### src/hdl/wkt_pkg.sv
// wake timer package: register map, field layout, reset values, timing
// assumes a 50 MHz system clock and 32.768 kHz reference ticks
package wkt_pkg;

  // ----------------------------------------------------------------
  // register byte offsets
  // ----------------------------------------------------------------
  localparam logic [7:0] WKT_OFS_CONFIG = 8'h00;
  localparam logic [7:0] WKT_OFS_MANT = 8'h04;
  localparam logic [7:0] WKT_OFS_EXPO = 8'h08;
  localparam logic [7:0] WKT_OFS_LISTEN = 8'h0c;
  localparam logic [7:0] WKT_OFS_THRESH = 8'h10;
  localparam logic [7:0] WKT_OFS_IRQ_EN = 8'h14;
  localparam logic [7:0] WKT_OFS_FLAGS = 8'h18;
  localparam logic [7:0] WKT_OFS_FLAGS_RC = 8'h1c;
  localparam logic [7:0] WKT_OFS_CMD = 8'h20;
  localparam logic [7:0] WKT_OFS_STATE = 8'h24;

  // ----------------------------------------------------------------
  // wake_config_property fields
  // ----------------------------------------------------------------
  localparam int WKT_CFG_EN = 0;
  localparam int WKT_CFG_CAL_EN = 1;
  localparam int WKT_CFG_CAL_LO = 2;
  localparam int WKT_CFG_LBD_EN = 5;
  localparam int WKT_CFG_LDC_RX = 6;
  localparam int WKT_CFG_LDC_TX = 7;
  localparam int WKT_CFG_SRC_XT = 8;
  localparam int WKT_CFG_LBD_PIN = 9;

  // event flag bits, shared by flags and chip_event_irq_enable
  localparam int WKT_EV_WAKE = 0;
  localparam int WKT_EV_RX_PKT = 1;
  localparam int WKT_EV_TX_SENT = 2;
  localparam int WKT_EV_LOW_BATT = 3;
  localparam int WKT_EV_CAL_DONE = 4;

  // command bits
  localparam int WKT_CMD_BOOT = 0;
  localparam int WKT_CMD_WAKE_UP = 1;
  localparam int WKT_CMD_SLEEP = 2;
  localparam int WKT_CMD_STOP = 3;

  // ----------------------------------------------------------------
  // reset values
  // ----------------------------------------------------------------
  localparam logic [9:0] WKT_RST_CONFIG = 10'h000;
  localparam logic [15:0] WKT_RST_MANT = 16'h0001;
  localparam logic [3:0] WKT_RST_EXPO = 4'h0;
  localparam logic [7:0] WKT_RST_LISTEN = 8'h01;
  localparam logic [4:0] WKT_RST_THRESH = 5'h00;
  localparam logic [7:0] WKT_RST_TRIM = 8'h80;

  // ----------------------------------------------------------------
  // timing and scale
  // ----------------------------------------------------------------
  localparam int WKT_CLK_HZ = 50000000;
  localparam int WKT_REF_HZ = 32768;
  localparam int WKT_TICK_MULT = 4;
  localparam int WKT_XO_SETTLE_US = 250;
  localparam int WKT_XO_SETTLE_CYC = WKT_XO_SETTLE_US * (WKT_CLK_HZ / 1000000);
  localparam int WKT_CAL_TICKS = 32;
  localparam int WKT_CAL_EXPECT = (WKT_CLK_HZ / WKT_REF_HZ) * WKT_CAL_TICKS;
  localparam int WKT_WIN_MAX = 2;
  localparam int WKT_LBD_BASE_MV = 1500;
  localparam int WKT_LBD_STEP_MV = 50;

  // ----------------------------------------------------------------
  // state types
  // ----------------------------------------------------------------
  typedef enum logic [1:0] {WKT_LDC_OFF, WKT_LDC_RX, WKT_LDC_TX} wkt_ldc_type;
  typedef enum logic [1:0] {WKT_CAL_IDLE, WKT_CAL_XO, WKT_CAL_ARM, WKT_CAL_MEAS} wkt_cal_type;

endpackage : wkt_pkg

### src/hdl/wkt_sync_edge.sv
// two-stage synchroniser with rising-edge pulse for a 32 kHz clock pin
// assumes the pin is slow against CLK, so no edge is missed
`timescale 1ns/10ps
`default_nettype none
module wkt_sync_edge (
  // clock and reset
  input wire logic CLK,
  input wire logic RST_N,
  // pin and result
  input wire logic PIN,
  output logic RISE
);

  typedef struct packed {
    logic meta;
    logic sync;
    logic last;
  } wkt_se_type;

  wkt_se_type st;
  wkt_se_type next_st;

  // meta feeds only sync; edge is taken between sync and last
  always_comb begin
    next_st.meta = PIN;
    next_st.sync = st.meta;
    next_st.last = st.sync;
  end

  always_ff @(posedge CLK) begin
    if (!RST_N) begin
      st <= '0;
    end else begin
      st <= next_st;
    end
  end

  assign RISE = st.sync & ~st.last;

endmodule : wkt_sync_edge
`default_nettype wire

### src/hdl/wkt_top.sv
// wake period timer with duty-cycled listen/transmit and battery check
// assumes an APB master on CLK and 32 kHz clock pins from outside
`timescale 1ns/10ps
`default_nettype none
module wkt_top
  import wkt_pkg::*;
#(
  parameter int XO_SETTLE_CYCLES = wkt_pkg::WKT_XO_SETTLE_CYC
) (
  // clock and reset
  input wire logic CLK,
  input wire logic RST_N,
  // apb slave
  input wire logic PSEL,
  input wire logic PENABLE,
  input wire logic PWRITE,
  input wire logic [7:0] PADDR,
  input wire logic [31:0] PWDATA,
  output logic [31:0] PRDATA,
  output logic PREADY,
  output logic PSLVERR,
  // 32 kHz clock pins
  input wire logic RC_CLK,
  input wire logic XT_CLK,
  // radio events from the packet handler
  input wire logic PREAMBLE_OK,
  input wire logic SYNC_OK,
  input wire logic PKT_OK,
  input wire logic RX_FAULT,
  input wire logic TX_DONE,
  // battery voltage in mV from the auxiliary converter
  input wire logic [11:0] BATT_MV,
  // radio and clock control
  output logic RX_ON,
  output logic TX_START,
  output logic XO_ON,
  output logic [7:0] RC_TRIM,
  // event outputs
  output logic LOW_BATT_PIN,
  output logic INTERRUPT_REQUEST_LINE_N
);

  typedef struct packed {
    logic [9:0] cfg;
    logic [15:0] mant;
    logic [3:0] expo;
    logic [7:0] win_len;
    logic [4:0] thresh;
    logic [4:0] irq_en;
    logic [4:0] flags;
    logic irq_n;
    logic pready;
    logic pslverr;
    logic [31:0] prdata;
    logic run;
    wkt_ldc_type duty_cycled_listen;
    wkt_cal_type cal;
    logic [17:0] pre_cnt;
    logic [15:0] per_cnt;
    logic [17:0] win_pre;
    logic [7:0] win_cnt;
    logic [1:0] win_used;
    logic extend;
    logic [7:0] exp_cnt;
    logic [13:0] xo_cnt;
    logic [16:0] cal_cyc;
    logic [5:0] cal_tick;
    logic [7:0] trim;
    logic xo_on;
    logic rx_on;
    logic tx_start;
    logic lbd_pin;
  } wkt_state_type;

  wkt_state_type st;
  wkt_state_type next_st;

  logic rc_tick;
  logic xt_tick;
  logic tick;
  logic expire;
  logic win_end;
  logic wr_acc;
  logic rd_acc;
  logic [4:0] set_ev;

  // ----------------------------------------------------------------
  // helpers
  // ----------------------------------------------------------------
  // reference ticks per mantissa step: four times two to the exponent
  function automatic logic [17:0] wkt_scale(input logic [3:0] e);
    return 18'(WKT_TICK_MULT) << e;
  endfunction : wkt_scale

  // threshold code to millivolts
  function automatic logic [11:0] wkt_thresh_mv(input logic [4:0] code);
    return 12'(WKT_LBD_BASE_MV) + 12'(WKT_LBD_STEP_MV) * {7'h00, code};
  endfunction : wkt_thresh_mv

  // ----------------------------------------------------------------
  // clock pin synchronisers
  // ----------------------------------------------------------------
  wkt_sync_edge u_rc_sync (
    .CLK(CLK),
    .RST_N(RST_N),
    .PIN(RC_CLK),
    .RISE(rc_tick)
  );

  wkt_sync_edge u_xt_sync (
    .CLK(CLK),
    .RST_N(RST_N),
    .PIN(XT_CLK),
    .RISE(xt_tick)
  );

  // bus strobes: zero-wait slave, access completes when PREADY is seen
  assign wr_acc = PSEL & PENABLE & st.pready & PWRITE;
  assign rd_acc = PSEL & PENABLE & st.pready & ~PWRITE;

  // ----------------------------------------------------------------
  // next-state logic
  // ----------------------------------------------------------------
  always_comb begin
    next_st = st;
    set_ev = 5'h00;
    tick = st.cfg[WKT_CFG_SRC_XT] ? xt_tick : rc_tick;
    expire = 1'b0;
    win_end = 1'b0;
    next_st.tx_start = 1'b0;

    // register writes
    if (wr_acc) begin
      if (PADDR == WKT_OFS_CONFIG) begin
        next_st.cfg = PWDATA[9:0];
      end else if (PADDR == WKT_OFS_MANT) begin
        next_st.mant = PWDATA[15:0];
      end else if (PADDR == WKT_OFS_EXPO) begin
        next_st.expo = PWDATA[3:0];
      end else if (PADDR == WKT_OFS_LISTEN) begin
        next_st.win_len = PWDATA[7:0];
      end else if (PADDR == WKT_OFS_THRESH) begin
        next_st.thresh = PWDATA[4:0];
      end else if (PADDR == WKT_OFS_IRQ_EN) begin
        next_st.irq_en = PWDATA[4:0];
      end else if (PADDR == WKT_OFS_FLAGS) begin
        next_st.flags = st.flags & ~PWDATA[4:0];
      end else if (PADDR == WKT_OFS_CMD) begin
        // start only when enabled on sleep entry
        if (PWDATA[WKT_CMD_SLEEP] && st.cfg[WKT_CFG_EN]) begin
          next_st.run = 1'b1;
          next_st.pre_cnt = 18'h00000;
          next_st.per_cnt = 16'h0000;
        end
        if (PWDATA[WKT_CMD_STOP]) begin
          next_st.run = 1'b0;
        end
        // calibrate on boot and shutdown exit
        if ((PWDATA[WKT_CMD_BOOT] || PWDATA[WKT_CMD_WAKE_UP]) && st.cal == WKT_CAL_IDLE) begin
          next_st.cal = WKT_CAL_XO;
          next_st.xo_cnt = 14'h0000;
        end
      end
    end
    // reading the flag snapshot clears what was read
    if (rd_acc && PADDR == WKT_OFS_FLAGS_RC) begin
      next_st.flags = st.flags & ~st.prdata[4:0];
    end
    // clearing enable stops the timer as well
    if (!next_st.cfg[WKT_CFG_EN]) begin
      next_st.run = 1'b0;
    end

    // period counter, prescaled per mantissa step
    if (st.run && tick) begin
      if (st.pre_cnt + 18'h00001 >= wkt_scale(st.expo)) begin
        next_st.pre_cnt = 18'h00000;
        if ({1'b0, st.per_cnt} + 17'h00001 >= {1'b0, st.mant}) begin
          next_st.per_cnt = 16'h0000;
          expire = 1'b1;
        end else begin
          next_st.per_cnt = st.per_cnt + 16'h0001;
        end
      end else begin
        next_st.pre_cnt = st.pre_cnt + 18'h00001;
      end
    end

    if (expire) begin
      set_ev[WKT_EV_WAKE] = 1'b1;
    end

    if (expire && st.cfg[WKT_CFG_LBD_EN]) begin
      // threshold in 50 mV steps from 1.5 V
      if (BATT_MV < wkt_thresh_mv(st.thresh)) begin
        // route to pin or to the event flags
        if (st.cfg[WKT_CFG_LBD_PIN]) begin
          next_st.lbd_pin = 1'b1;
        end else begin
          set_ev[WKT_EV_LOW_BATT] = 1'b1;
        end
      end else begin
        next_st.lbd_pin = 1'b0;
      end
    end

    // listen window timing in reference ticks
    if (st.duty_cycled_listen == WKT_LDC_RX && tick) begin
      if (st.win_pre + 18'h00001 >= wkt_scale(st.expo)) begin
        next_st.win_pre = 18'h00000;
        if (st.win_cnt + 8'h01 >= st.win_len) begin
          next_st.win_cnt = 8'h00;
          win_end = 1'b1;
        end else begin
          next_st.win_cnt = st.win_cnt + 8'h01;
        end
      end else begin
        next_st.win_pre = st.win_pre + 18'h00001;
      end
    end

    // duty-cycled listen and transmit sequencing
    case (st.duty_cycled_listen)
      WKT_LDC_OFF: begin
        if (expire && st.cfg[WKT_CFG_LDC_RX]) begin
          next_st.duty_cycled_listen = WKT_LDC_RX;
          next_st.rx_on = 1'b1;
          next_st.win_pre = 18'h00000;
          next_st.win_cnt = 8'h00;
          next_st.win_used = 2'd1;
          next_st.extend = 1'b0;
        end else if (expire && st.cfg[WKT_CFG_LDC_TX]) begin
          next_st.duty_cycled_listen = WKT_LDC_TX;
          next_st.tx_start = 1'b1;
        end
      end
      WKT_LDC_RX: begin
        if (PKT_OK) begin
          set_ev[WKT_EV_RX_PKT] = 1'b1;
          next_st.duty_cycled_listen = WKT_LDC_OFF;
          next_st.rx_on = 1'b0;
        end else begin
          // preamble or sync asks for another window
          if (PREAMBLE_OK || SYNC_OK) begin
            next_st.extend = 1'b1;
          end
          // a receive fault cancels the request for another window
          if (RX_FAULT) begin
            next_st.extend = 1'b0;
          end
          if (win_end) begin
            if (next_st.extend && st.win_used < 2'(WKT_WIN_MAX)) begin
              next_st.win_used = st.win_used + 2'd1;
              next_st.extend = 1'b0;
            end else begin
              next_st.duty_cycled_listen = WKT_LDC_OFF;
              next_st.rx_on = 1'b0;
            end
          end
        end
      end
      WKT_LDC_TX: begin
        // flag and return at once after sending
        if (TX_DONE) begin
          set_ev[WKT_EV_TX_SENT] = 1'b1;
          next_st.duty_cycled_listen = WKT_LDC_OFF;
        end
      end
      default: begin
        next_st.duty_cycled_listen = WKT_LDC_OFF;
        next_st.rx_on = 1'b0;
      end
    endcase

    if (expire && st.cfg[WKT_CFG_CAL_EN]) begin
      if (st.exp_cnt + 8'h01 >= (8'h01 << st.cfg[WKT_CFG_CAL_LO +: 3])) begin
        next_st.exp_cnt = 8'h00;
        if (next_st.cal == WKT_CAL_IDLE) begin
          next_st.cal = WKT_CAL_XO;
          next_st.xo_cnt = 14'h0000;
        end
      end else begin
        next_st.exp_cnt = st.exp_cnt + 8'h01;
      end
    end

    // crystal start, measure RC against the system clock, trim
    case (st.cal)
      WKT_CAL_IDLE: begin
        next_st.xo_on = (next_st.cal != WKT_CAL_IDLE);
      end
      WKT_CAL_XO: begin
        next_st.xo_on = 1'b1;
        if (st.xo_cnt >= 14'(XO_SETTLE_CYCLES - 1)) begin
          next_st.cal = WKT_CAL_ARM;
        end else begin
          next_st.xo_cnt = st.xo_cnt + 14'h0001;
        end
      end
      WKT_CAL_ARM: begin
        // align the window to an RC edge
        if (rc_tick) begin
          next_st.cal = WKT_CAL_MEAS;
          next_st.cal_cyc = 17'h00000;
          next_st.cal_tick = 6'h00;
        end
      end
      WKT_CAL_MEAS: begin
        next_st.cal_cyc = st.cal_cyc + 17'h00001;
        if (rc_tick) begin
          if (st.cal_tick + 6'h01 >= 6'(WKT_CAL_TICKS)) begin
            // slow RC gives more system cycles: speed it up
            if (st.cal_cyc > 17'(WKT_CAL_EXPECT) && st.trim != 8'hff) begin
              next_st.trim = st.trim + 8'h01;
            end else if (st.cal_cyc < 17'(WKT_CAL_EXPECT) && st.trim != 8'h00) begin
              next_st.trim = st.trim - 8'h01;
            end
            next_st.cal = WKT_CAL_IDLE;
            next_st.xo_on = 1'b0;
            set_ev[WKT_EV_CAL_DONE] = 1'b1;
          end else begin
            next_st.cal_tick = st.cal_tick + 6'h01;
          end
        end
      end
      default: begin
        next_st.cal = WKT_CAL_IDLE;
      end
    endcase

    // sticky flags: a new event wins over a clear in the same cycle
    next_st.flags = next_st.flags | set_ev;
    next_st.irq_n = ~|(next_st.flags & next_st.irq_en);

    // apb answer prepared in the setup cycle, shown in the access cycle
    next_st.pready = PSEL & ~PENABLE;
    next_st.pslverr = 1'b0;
    next_st.prdata = 32'h00000000;
    if (PSEL && !PENABLE) begin
      if (PADDR == WKT_OFS_CONFIG) begin
        next_st.prdata = {22'h000000, st.cfg};
      end else if (PADDR == WKT_OFS_MANT) begin
        next_st.prdata = {16'h0000, st.mant};
      end else if (PADDR == WKT_OFS_EXPO) begin
        next_st.prdata = {28'h0000000, st.expo};
      end else if (PADDR == WKT_OFS_LISTEN) begin
        next_st.prdata = {24'h000000, st.win_len};
      end else if (PADDR == WKT_OFS_THRESH) begin
        next_st.prdata = {27'h0000000, st.thresh};
      end else if (PADDR == WKT_OFS_IRQ_EN) begin
        next_st.prdata = {27'h0000000, st.irq_en};
      end else if (PADDR == WKT_OFS_FLAGS || PADDR == WKT_OFS_FLAGS_RC) begin
        next_st.prdata = {27'h0000000, next_st.flags};
      end else if (PADDR == WKT_OFS_CMD) begin
        next_st.prdata = 32'h00000000;
      end else if (PADDR == WKT_OFS_STATE) begin
        next_st.prdata = {13'h0000, st.lbd_pin, st.cal, st.duty_cycled_listen, st.run, st.win_used, st.trim, 3'h0};
      end else begin
        next_st.pslverr = 1'b1;
      end
    end
  end

  // ----------------------------------------------------------------
  // state register
  // ----------------------------------------------------------------
  always_ff @(posedge CLK) begin
    if (!RST_N) begin
      st <= '0;
      st.cfg <= WKT_RST_CONFIG;
      st.mant <= WKT_RST_MANT;
      st.expo <= WKT_RST_EXPO;
      st.win_len <= WKT_RST_LISTEN;
      st.thresh <= WKT_RST_THRESH;
      st.trim <= WKT_RST_TRIM;
      st.irq_n <= 1'b1;
      st.duty_cycled_listen <= WKT_LDC_OFF;
      st.cal <= WKT_CAL_IDLE;
    end else begin
      st <= next_st;
    end
  end

  assign PRDATA = st.prdata;
  assign PREADY = st.pready;
  assign PSLVERR = st.pslverr;
  assign RX_ON = st.rx_on;
  assign TX_START = st.tx_start;
  assign XO_ON = st.xo_on;
  assign RC_TRIM = st.trim;
  assign LOW_BATT_PIN = st.lbd_pin;
  assign INTERRUPT_REQUEST_LINE_N = st.irq_n;
endmodule : wkt_top
`default_nettype wire

### config.mk
export PLATFORM = sky130hd
export DESIGN_NAME = wkt_top
export DESIGN_NICKNAME = d
export VERILOG_FILES = /design/src/hdl/wkt_pkg.sv /design/src/hdl/wkt_sync_edge.sv /design/src/hdl/wkt_top.sv
export SDC_FILE = /design/constraint.sdc
export NUM_CORES = 1
export LEC_CHECK = 0
export ABC_AREA = 1
export ABC_CLOCK_PERIOD_IN_PS = 4200
export BUFFER_PORTS_ARGS = -buffer_cell sky130_fd_sc_hd__buf_4
export CAP_MARGIN = 0
export CORE_AREA = 2 2 206 208
export CTS_BUF_LIST = sky130_fd_sc_hd__clkbuf_16
export DETAILED_ROUTE_END_ITERATION = 8
export DIE_AREA = 0 0 208 210
export MAX_ROUTING_LAYER = met4
export PLACE_DENSITY = 0.55
export SLEW_MARGIN = 20
export SYNTH_ARGS = -nofsm -noshare
export SYNTH_HDL_FRONTEND = slang
export SYNTH_HIERARCHICAL = 1
export SYNTH_SLANG_ARGS = --single-unit
### constraint.sdc
create_clock -name CLK -period 4.2 [get_ports CLK]
set_input_delay 0.84 -clock CLK [delete_from_list [all_inputs] [get_ports CLK]]
set_output_delay 0.84 -clock CLK [all_outputs]
set_load 0.05 [all_outputs]
# After elaboration in Yosys (flattened, before gate mapping)
# Cells that the tools add are included.
totals:
  regBits: 219
  in_bits: 64
  output_inout_bits: 47
classes:
  n_reduce_logical: 55
  n_addsub: 13
  n_mul: 1
  n_bitwise: 29
  muxes: 121
  n_shift: 2
  n_lt_le_gt_ge: 11
  n_eq_ne: 35
ops:
  columns: ["op", "n"]
  rows:
  - ["$mux 36", 9]
  - ["$mux 14", 15]
  - ["$mux 16", 11]
  - ["$mux 34", 2]
  - ["$mux 26", 2]
  - ["$mux 8", 6]
  - ["$mux 23", 2]
  - ["$pmux 23 s2", 1]
  - ["$mux 44", 1]
  - ["$mux 43", 1]
  - ["$add 18x1->18 const B", 2]
  - ["$ge 18x18->1", 2]
  - ["$mux 18", 2]
  - ["$mux 1", 33]
  - ["$eq 8x5->1 const B", 4]
  - ["$mux 15", 2]
  - ["$mux 29", 1]
  - ["$mux 2", 14]
  - ["$mux 27", 1]
  - ["$mux 5", 5]
  - ["$add 8x1->8 const B", 3]
  - ["$mux 10", 2]
  - ["$ne 2x2->1 const B", 10]
  - ["$reduce_and 10->1", 2]
  - ["56 further kinds", 134]

# Longest topological paths before layout
logic_depth:
  depth_word: 19
  depth_mapped: 29

# Cells and area by module
# Netlist, hierarchy kept.
modules_own_cells:
  columns: ["mod", "cells_each", "n_inst", "seq_area_each_um2", "area_each_um2"]
  rows:
  - ["wkt_top", 1713, 1, 4003.8, 12493.2]
  - ["wkt_sync_edge", 11, 2, 60.1, 92.6]

# Least setup slack after synthesis
# No wires, ideal clock.
synth_timing:
  path_kind: "register to register"
  from: "reg st[171] (netlist bit)"
  to: "reg st (netlist bit PRDATA[3])"
  stages_incl_launch_ff: 24
  arrival_time_ns: 3.288
  required_ns: 4.080
  setup_ns: 0.120
  path_slack_ns: 0.792
  n_path_buf: 0
  cell_sequence: "dfxtp_1 -> inv_1 -> ha_1 -> ha_1 -> inv_1 -> fa_1 -> xnor2_1 -> inv_1 -> nand2_1 -> nor2_1 -> a21oi_1 -> xnor2_1 -> ha_1 -> nand4_1 -> nor3_1 -> nand2_1 -> o211ai_1 -> nor2_1 -> nand4_1 -> nand3_1 -> nand2_1 -> nand2_1 -> nand2_1 -> a21oi_1"
synth_between:
  elab_chain_len: 13
synth_rtl:
  columns: ["item", "line_no", "text"]
  rows:
  - ["from (decl)", "wkt_top.sv:75", "wkt_state_type st;"]
  - ["from (signal assigned)", "wkt_top.sv:380", "st <= next_st;"]
  - ["$mul 5x5->10", "wkt_top.sv:97", "return 12'(WKT_LBD_BASE_MV) + 12'(WKT_LBD_STEP_MV) * {7'h00, code};"]
  - ["$add 11x11->12", "wkt_top.sv:97", null]
  - ["$lt 12x12->1", "wkt_top.sv:195", "if (BATT_MV < wkt_thresh_mv(st.thresh)) begin"]
  - ["$mux 1", "wkt_top.sv:195", null]
  - ["$mux 1", "wkt_top.sv:193", "if (expire && st.cfg[WKT_CFG_LBD_EN]) begin"]
  - ["$or 5x5->5", "wkt_top.sv:332", "next_st.flags = next_st.flags | set_ev;"]
  - ["$mux 16", "wkt_top.sv:352", "end else if (PADDR == WKT_OFS_FLAGS || PADDR == WKT_OFS_FLAGS_RC) begin"]
  - ["$mux 16", "wkt_top.sv:350", "end else if (PADDR == WKT_OFS_IRQ_EN) begin"]
  - ["$mux 16", "wkt_top.sv:348", "end else if (PADDR == WKT_OFS_THRESH) begin"]
  - ["$mux 16", "wkt_top.sv:346", "end else if (PADDR == WKT_OFS_LISTEN) begin"]
  - ["$mux 16", "wkt_top.sv:344", "end else if (PADDR == WKT_OFS_EXPO) begin"]
  - ["$mux 16", "wkt_top.sv:342", "end else if (PADDR == WKT_OFS_MANT) begin"]
  - ["$mux 10", "wkt_top.sv:340", "if (PADDR == WKT_OFS_CONFIG) begin"]
# No other way between the ends.
# A chain may end at the register's enable or synchronous reset.

# Worst setup path after layout
layout_timing:
  from: "reg st[173] (netlist bit)"
  to: "reg st (netlist bit INTERRUPT_REQUEST_LINE_N)"
layout_between:
  elab_chain_len: 9
layout_rtl:
  columns: ["item", "line_no", "text"]
  rows:
  - ["$mul 5x5->10", "wkt_top.sv:97", null]
  - ["$add 11x11->12", "wkt_top.sv:97", null]
  - ["$lt 12x12->1", "wkt_top.sv:195", null]
  - ["$mux 1", "wkt_top.sv:195", null]
  - ["$mux 1", "wkt_top.sv:193", null]
  - ["$or 5x5->5", "wkt_top.sv:332", null]
  - ["$and 5x5->5", "wkt_top.sv:333", "next_st.irq_n = ~|(next_st.flags & next_st.irq_en);"]
  - ["$reduce_or 5->1", "wkt_top.sv:333", null]
  - ["$logic_not 1->1", "wkt_top.sv:333", null]
# No other way between the ends.

==> reports/metrics.cfg <==
[outcome]
status=complete, no violations

[power]
netSwitchingPower_w=0.001007
p_leak_nw=6.216
power.internal_w=0.003339
p_seq_share_pct=45.1
p_per_area_mw_per_mm2=298.6
vdd_ir_drop_max_mv=0.2546
swShare_pct=23.17
combPwrFrac_pct=3.7
clkPwrFrac_pct=51.2

[worst_setup_path]
worstReg2RegStart=st[173]$_SDFFE_PN0P_
cp_data_required_time_ns=4.60
crit_type=reg -> reg
critPathMaxFanout=5
crit_chain=ha_1 -> ha_1 -> ha_1 -> a21oi_2 -> a21oi_1 -> o21ai_0 -> xor2_1 -> a21boi_1 -> ha_1 -> a21oi_1 -> o21a_1 -> o211ai_1 -> nor2_1 -> nand4_1 -> nand2_1 -> inv_1 -> o21ai_1 -> nand2_1
worst_setup_path_start_kind=register
critPathCaptureType=register
cp_slowest_cell=dfxtp_1
cpMostUsedCell=ha_1
startpoint=st[173]$_SDFFE_PN0P_
worstPathArrival_ns=4.27
cpPeakStageDelay_ns=0.42

[finish]
diodes=0
syn2layout_area_growth_pct=14.79
nets=1960
final_util_pct=35.09
layout.cells.non_filler=2346
drive_gt1_share_pct=11.95

[floorplanning]
start_util_pct=30.57
fp-row-count=75
fp.dieArea_mm2=0.04368
boundaryPins=111
die_w_um=208
fp.coreArea_mm2=0.04148
die_y_um=210

[hold_path]
hp-start=u_rc_sync/next_st[1]$_SDFF_PN0_
min_path_type=reg -> reg

[sta]
slew_headroom_pct=34.33
period_share_pct=92.13
worst_clock_skew_ns=0.02336
whs_ns=0.4074
setup_slack_ns=0.3304
worst_pin_slew_ns=0.9850
hold_viol=0
finalSetupViolCount=0
finalSetupTns_ns=0
period_minus_slack_ns=3.870
slew_violations=0
max_freq_ghz=0.2584

[clock_network]
clock_sinks=206
htreeDepth=1
clk_latency_ns=0.55
cts_tree=yes
cts_inserted_buffers=25
path_clk_slew_ns=0.06
ctsHoldBuffers=0
clockBufferDepth=3
clockRootBuffer=clkbuf_16

[detailed_routing]
first_pass_iters=5
dr_total_vias=11410
routedWlPerCell_um=14.53
routed.top_layer=met4
wl_met3_um=1981
ant_nets=0
wirelength_um=34080
drc=0
vias_per_cell=4.863
drt_iter0_markers=841
drt-met1-wl_um=15570
met2_length_um=15570

[place]
pre_cts_slack_ns=0.1211
port_buffers=80
gp_congestion=0.8860
place_inst=2297
place_hpwl_um=25760

[global_routing]
grt_max_degree=83
grt_pass1_vias=10690
grt_pass1_wl_um=54930
antenna_found_initial=0
overflow=0
track_usage_pct=15.69

[logic_synthesis]
synth_area_mm2=0.01268
yosysWarnings=6
synth_edf_count=0
syn_avg_cell_area_um2=7.307
synth_cell_types=67
synth_ff_type=dfxtp_1
seq_area_frac_synth_pct=32.53
postSynthCellCount=1735
async_flop_share_pct=0
ys_seq_elements=206

[run]
cap_violations=0

[power groups by stage]
stage | sequential, W | clock [W] | combinational [W]
finish | 0.00196 | 0.00223 | 0.000161
detailed placement | 0.00200 | 0 | 0.000157
floorplan | 0.00200 | 0 | 0.0000917
global placement | 0.00200 | 0 | 0.000156
global route | 0.00196 | 0.00237 | 0.000174
CTS | 0.00196 | 0.00229 | 0.000157
[critical path: cells and delay by family, from the launching register on]
family | cells | cell delay (ns)
adder cells (fa/ha/maj) | 4 | 1.22
AND/OR/NAND/NOR | 4 | 0.53
XOR/XNOR | 1 | 0.24
buffers and inverters | 1 | 0.06
flip-flops | 1 | 0.42
AO/OA/AOI/OAI | 8 | 1.26
[worst paths after layout]
check | slack [ns] | cells past startpoint | to
worst min-delay path | 0.41 | 2 | u_rc_sync/next_st[0]$_SDFF_PN0_
worst max register to register | 0.33 | 18 | INTERRUPT_REQUEST_LINE_N$_SDFF_PN1_
worst min register to register | 0.41 | 2 | u_rc_sync/next_st[0]$_SDFF_PN0_
worst max-delay path | 0.33 | 18 | INTERRUPT_REQUEST_LINE_N$_SDFF_PN1_
[per-layer routing]
layer  track usage, %  vias to the layer above
li1                 -                     5863
met1            19.88                     5226
met2            25.47                      263
met3            2.548                       56
met4            5.356                        0
met5                -                        -
[kinds of logic (layout without fill, tap and decap cells)]
logic type / count (synthesis) / count (layout) / synth area share [%]
buf+inv: 326 / 385 / 11.24
other cells: 1 / 13 / 0.02958
simple gates: 638 / 639 / 22.81
flops: 206 / 206 / 32.53
xor+xnor: 70 / 70 / 4.836
compound gates: 386 / 386 / 17.78
fa+ha+maj: 108 / 108 / 10.78
[state kept, by name (all words and copies together) (netlist names)]
name	flops
u_xt_sync/next_st	2
TX_START	1
LOW_BATT_PIN	1
st	166
PREADY	1
INTERRUPT_REQUEST_LINE_N	1
RX_ON	1
u_rc_sync/next_st	2
XO_ON	1
u_rc_sync/st	1
u_xt_sync/st	1
RC_TRIM	8
PRDATA	19
PSLVERR	1
[area by class of cell]
class	instances	area, um2
Inverter	244	923.4
Clock inverter	21	212.7
Clock buffer	25	625.6
Fill cell	4358	26920
Tap cell	539	674.4
Multi-Input combinational cell	1216	7244
Sequential cell	206	4130
Timing Repair Buffer	95	743.2
[cells in the mapped netlist (4+ instances only)]
cell type | instances | area (um2)
or2_2 | 7 | 43.79
xor2_1 | 50 | 437.9
clkbuf_1 | 30 | 112.6
a31oi_1 | 8 | 50.05
o21a_1 | 7 | 52.55
a21oi_2 | 10 | 87.58
nand3_1 | 61 | 305.3
clkinv_1 | 4 | 15.01
nand4_1 | 47 | 294.0
o211ai_1 | 9 | 67.56
ha_1 | 106 | 1326
nor2_1 | 153 | 574.3
inv_2 | 5 | 18.77
buf_2 | 8 | 40.04
inv_1 | 234 | 878.3
xnor2_1 | 20 | 175.2
a21oi_1 | 162 | 810.8
nor3_2 | 4 | 40.04
buf_4 | 40 | 300.3
o22ai_1 | 11 | 68.82
nand2_2 | 13 | 81.33
nand3b_1 | 9 | 67.56
a22oi_1 | 31 | 232.7
a221oi_1 | 8 | 70.07
nand2_1 | 287 | 1077
nor2_2 | 10 | 62.56
o21ai_0 | 108 | 540.5
dfxtp_1 | 206 | 4124
nor3_1 | 29 | 145.1
[metrics by stage]
stage | total power [W] | cell area (um2)
after CTS | 0.004403 | 14450
after floorplan | 0.002096 | 12720
after detailed placement | 0.002159 | 13610
final | 0.004345 | 14550
after global placement | 0.002158 | 13610
after global routing | 0.004501 | 14550
[timing repair]
action / in CTS / in global routing
resized for setup: 0 / 21
endpoints found under the setup margin: 0 / 74
setup buffers: 0 / 1
[layout by cell type (no fill, tap or decap), types with 31 or more instances in the layout]
| cell | count |
|---|---|
| nor2_1 | 150 |
| buf_4 | 93 |
| dfxtp_1 | 201 |
| a22oi_1 | 31 |
| inv_1 | 237 |
| nand2_1 | 286 |
| nand3_1 | 60 |
| ha_1 | 106 |
| xor2_1 | 50 |
| nand4_1 | 47 |
| a21oi_1 | 161 |
| o21ai_0 | 107 |
No activity file was read; power rests on OpenSTA's default activity.
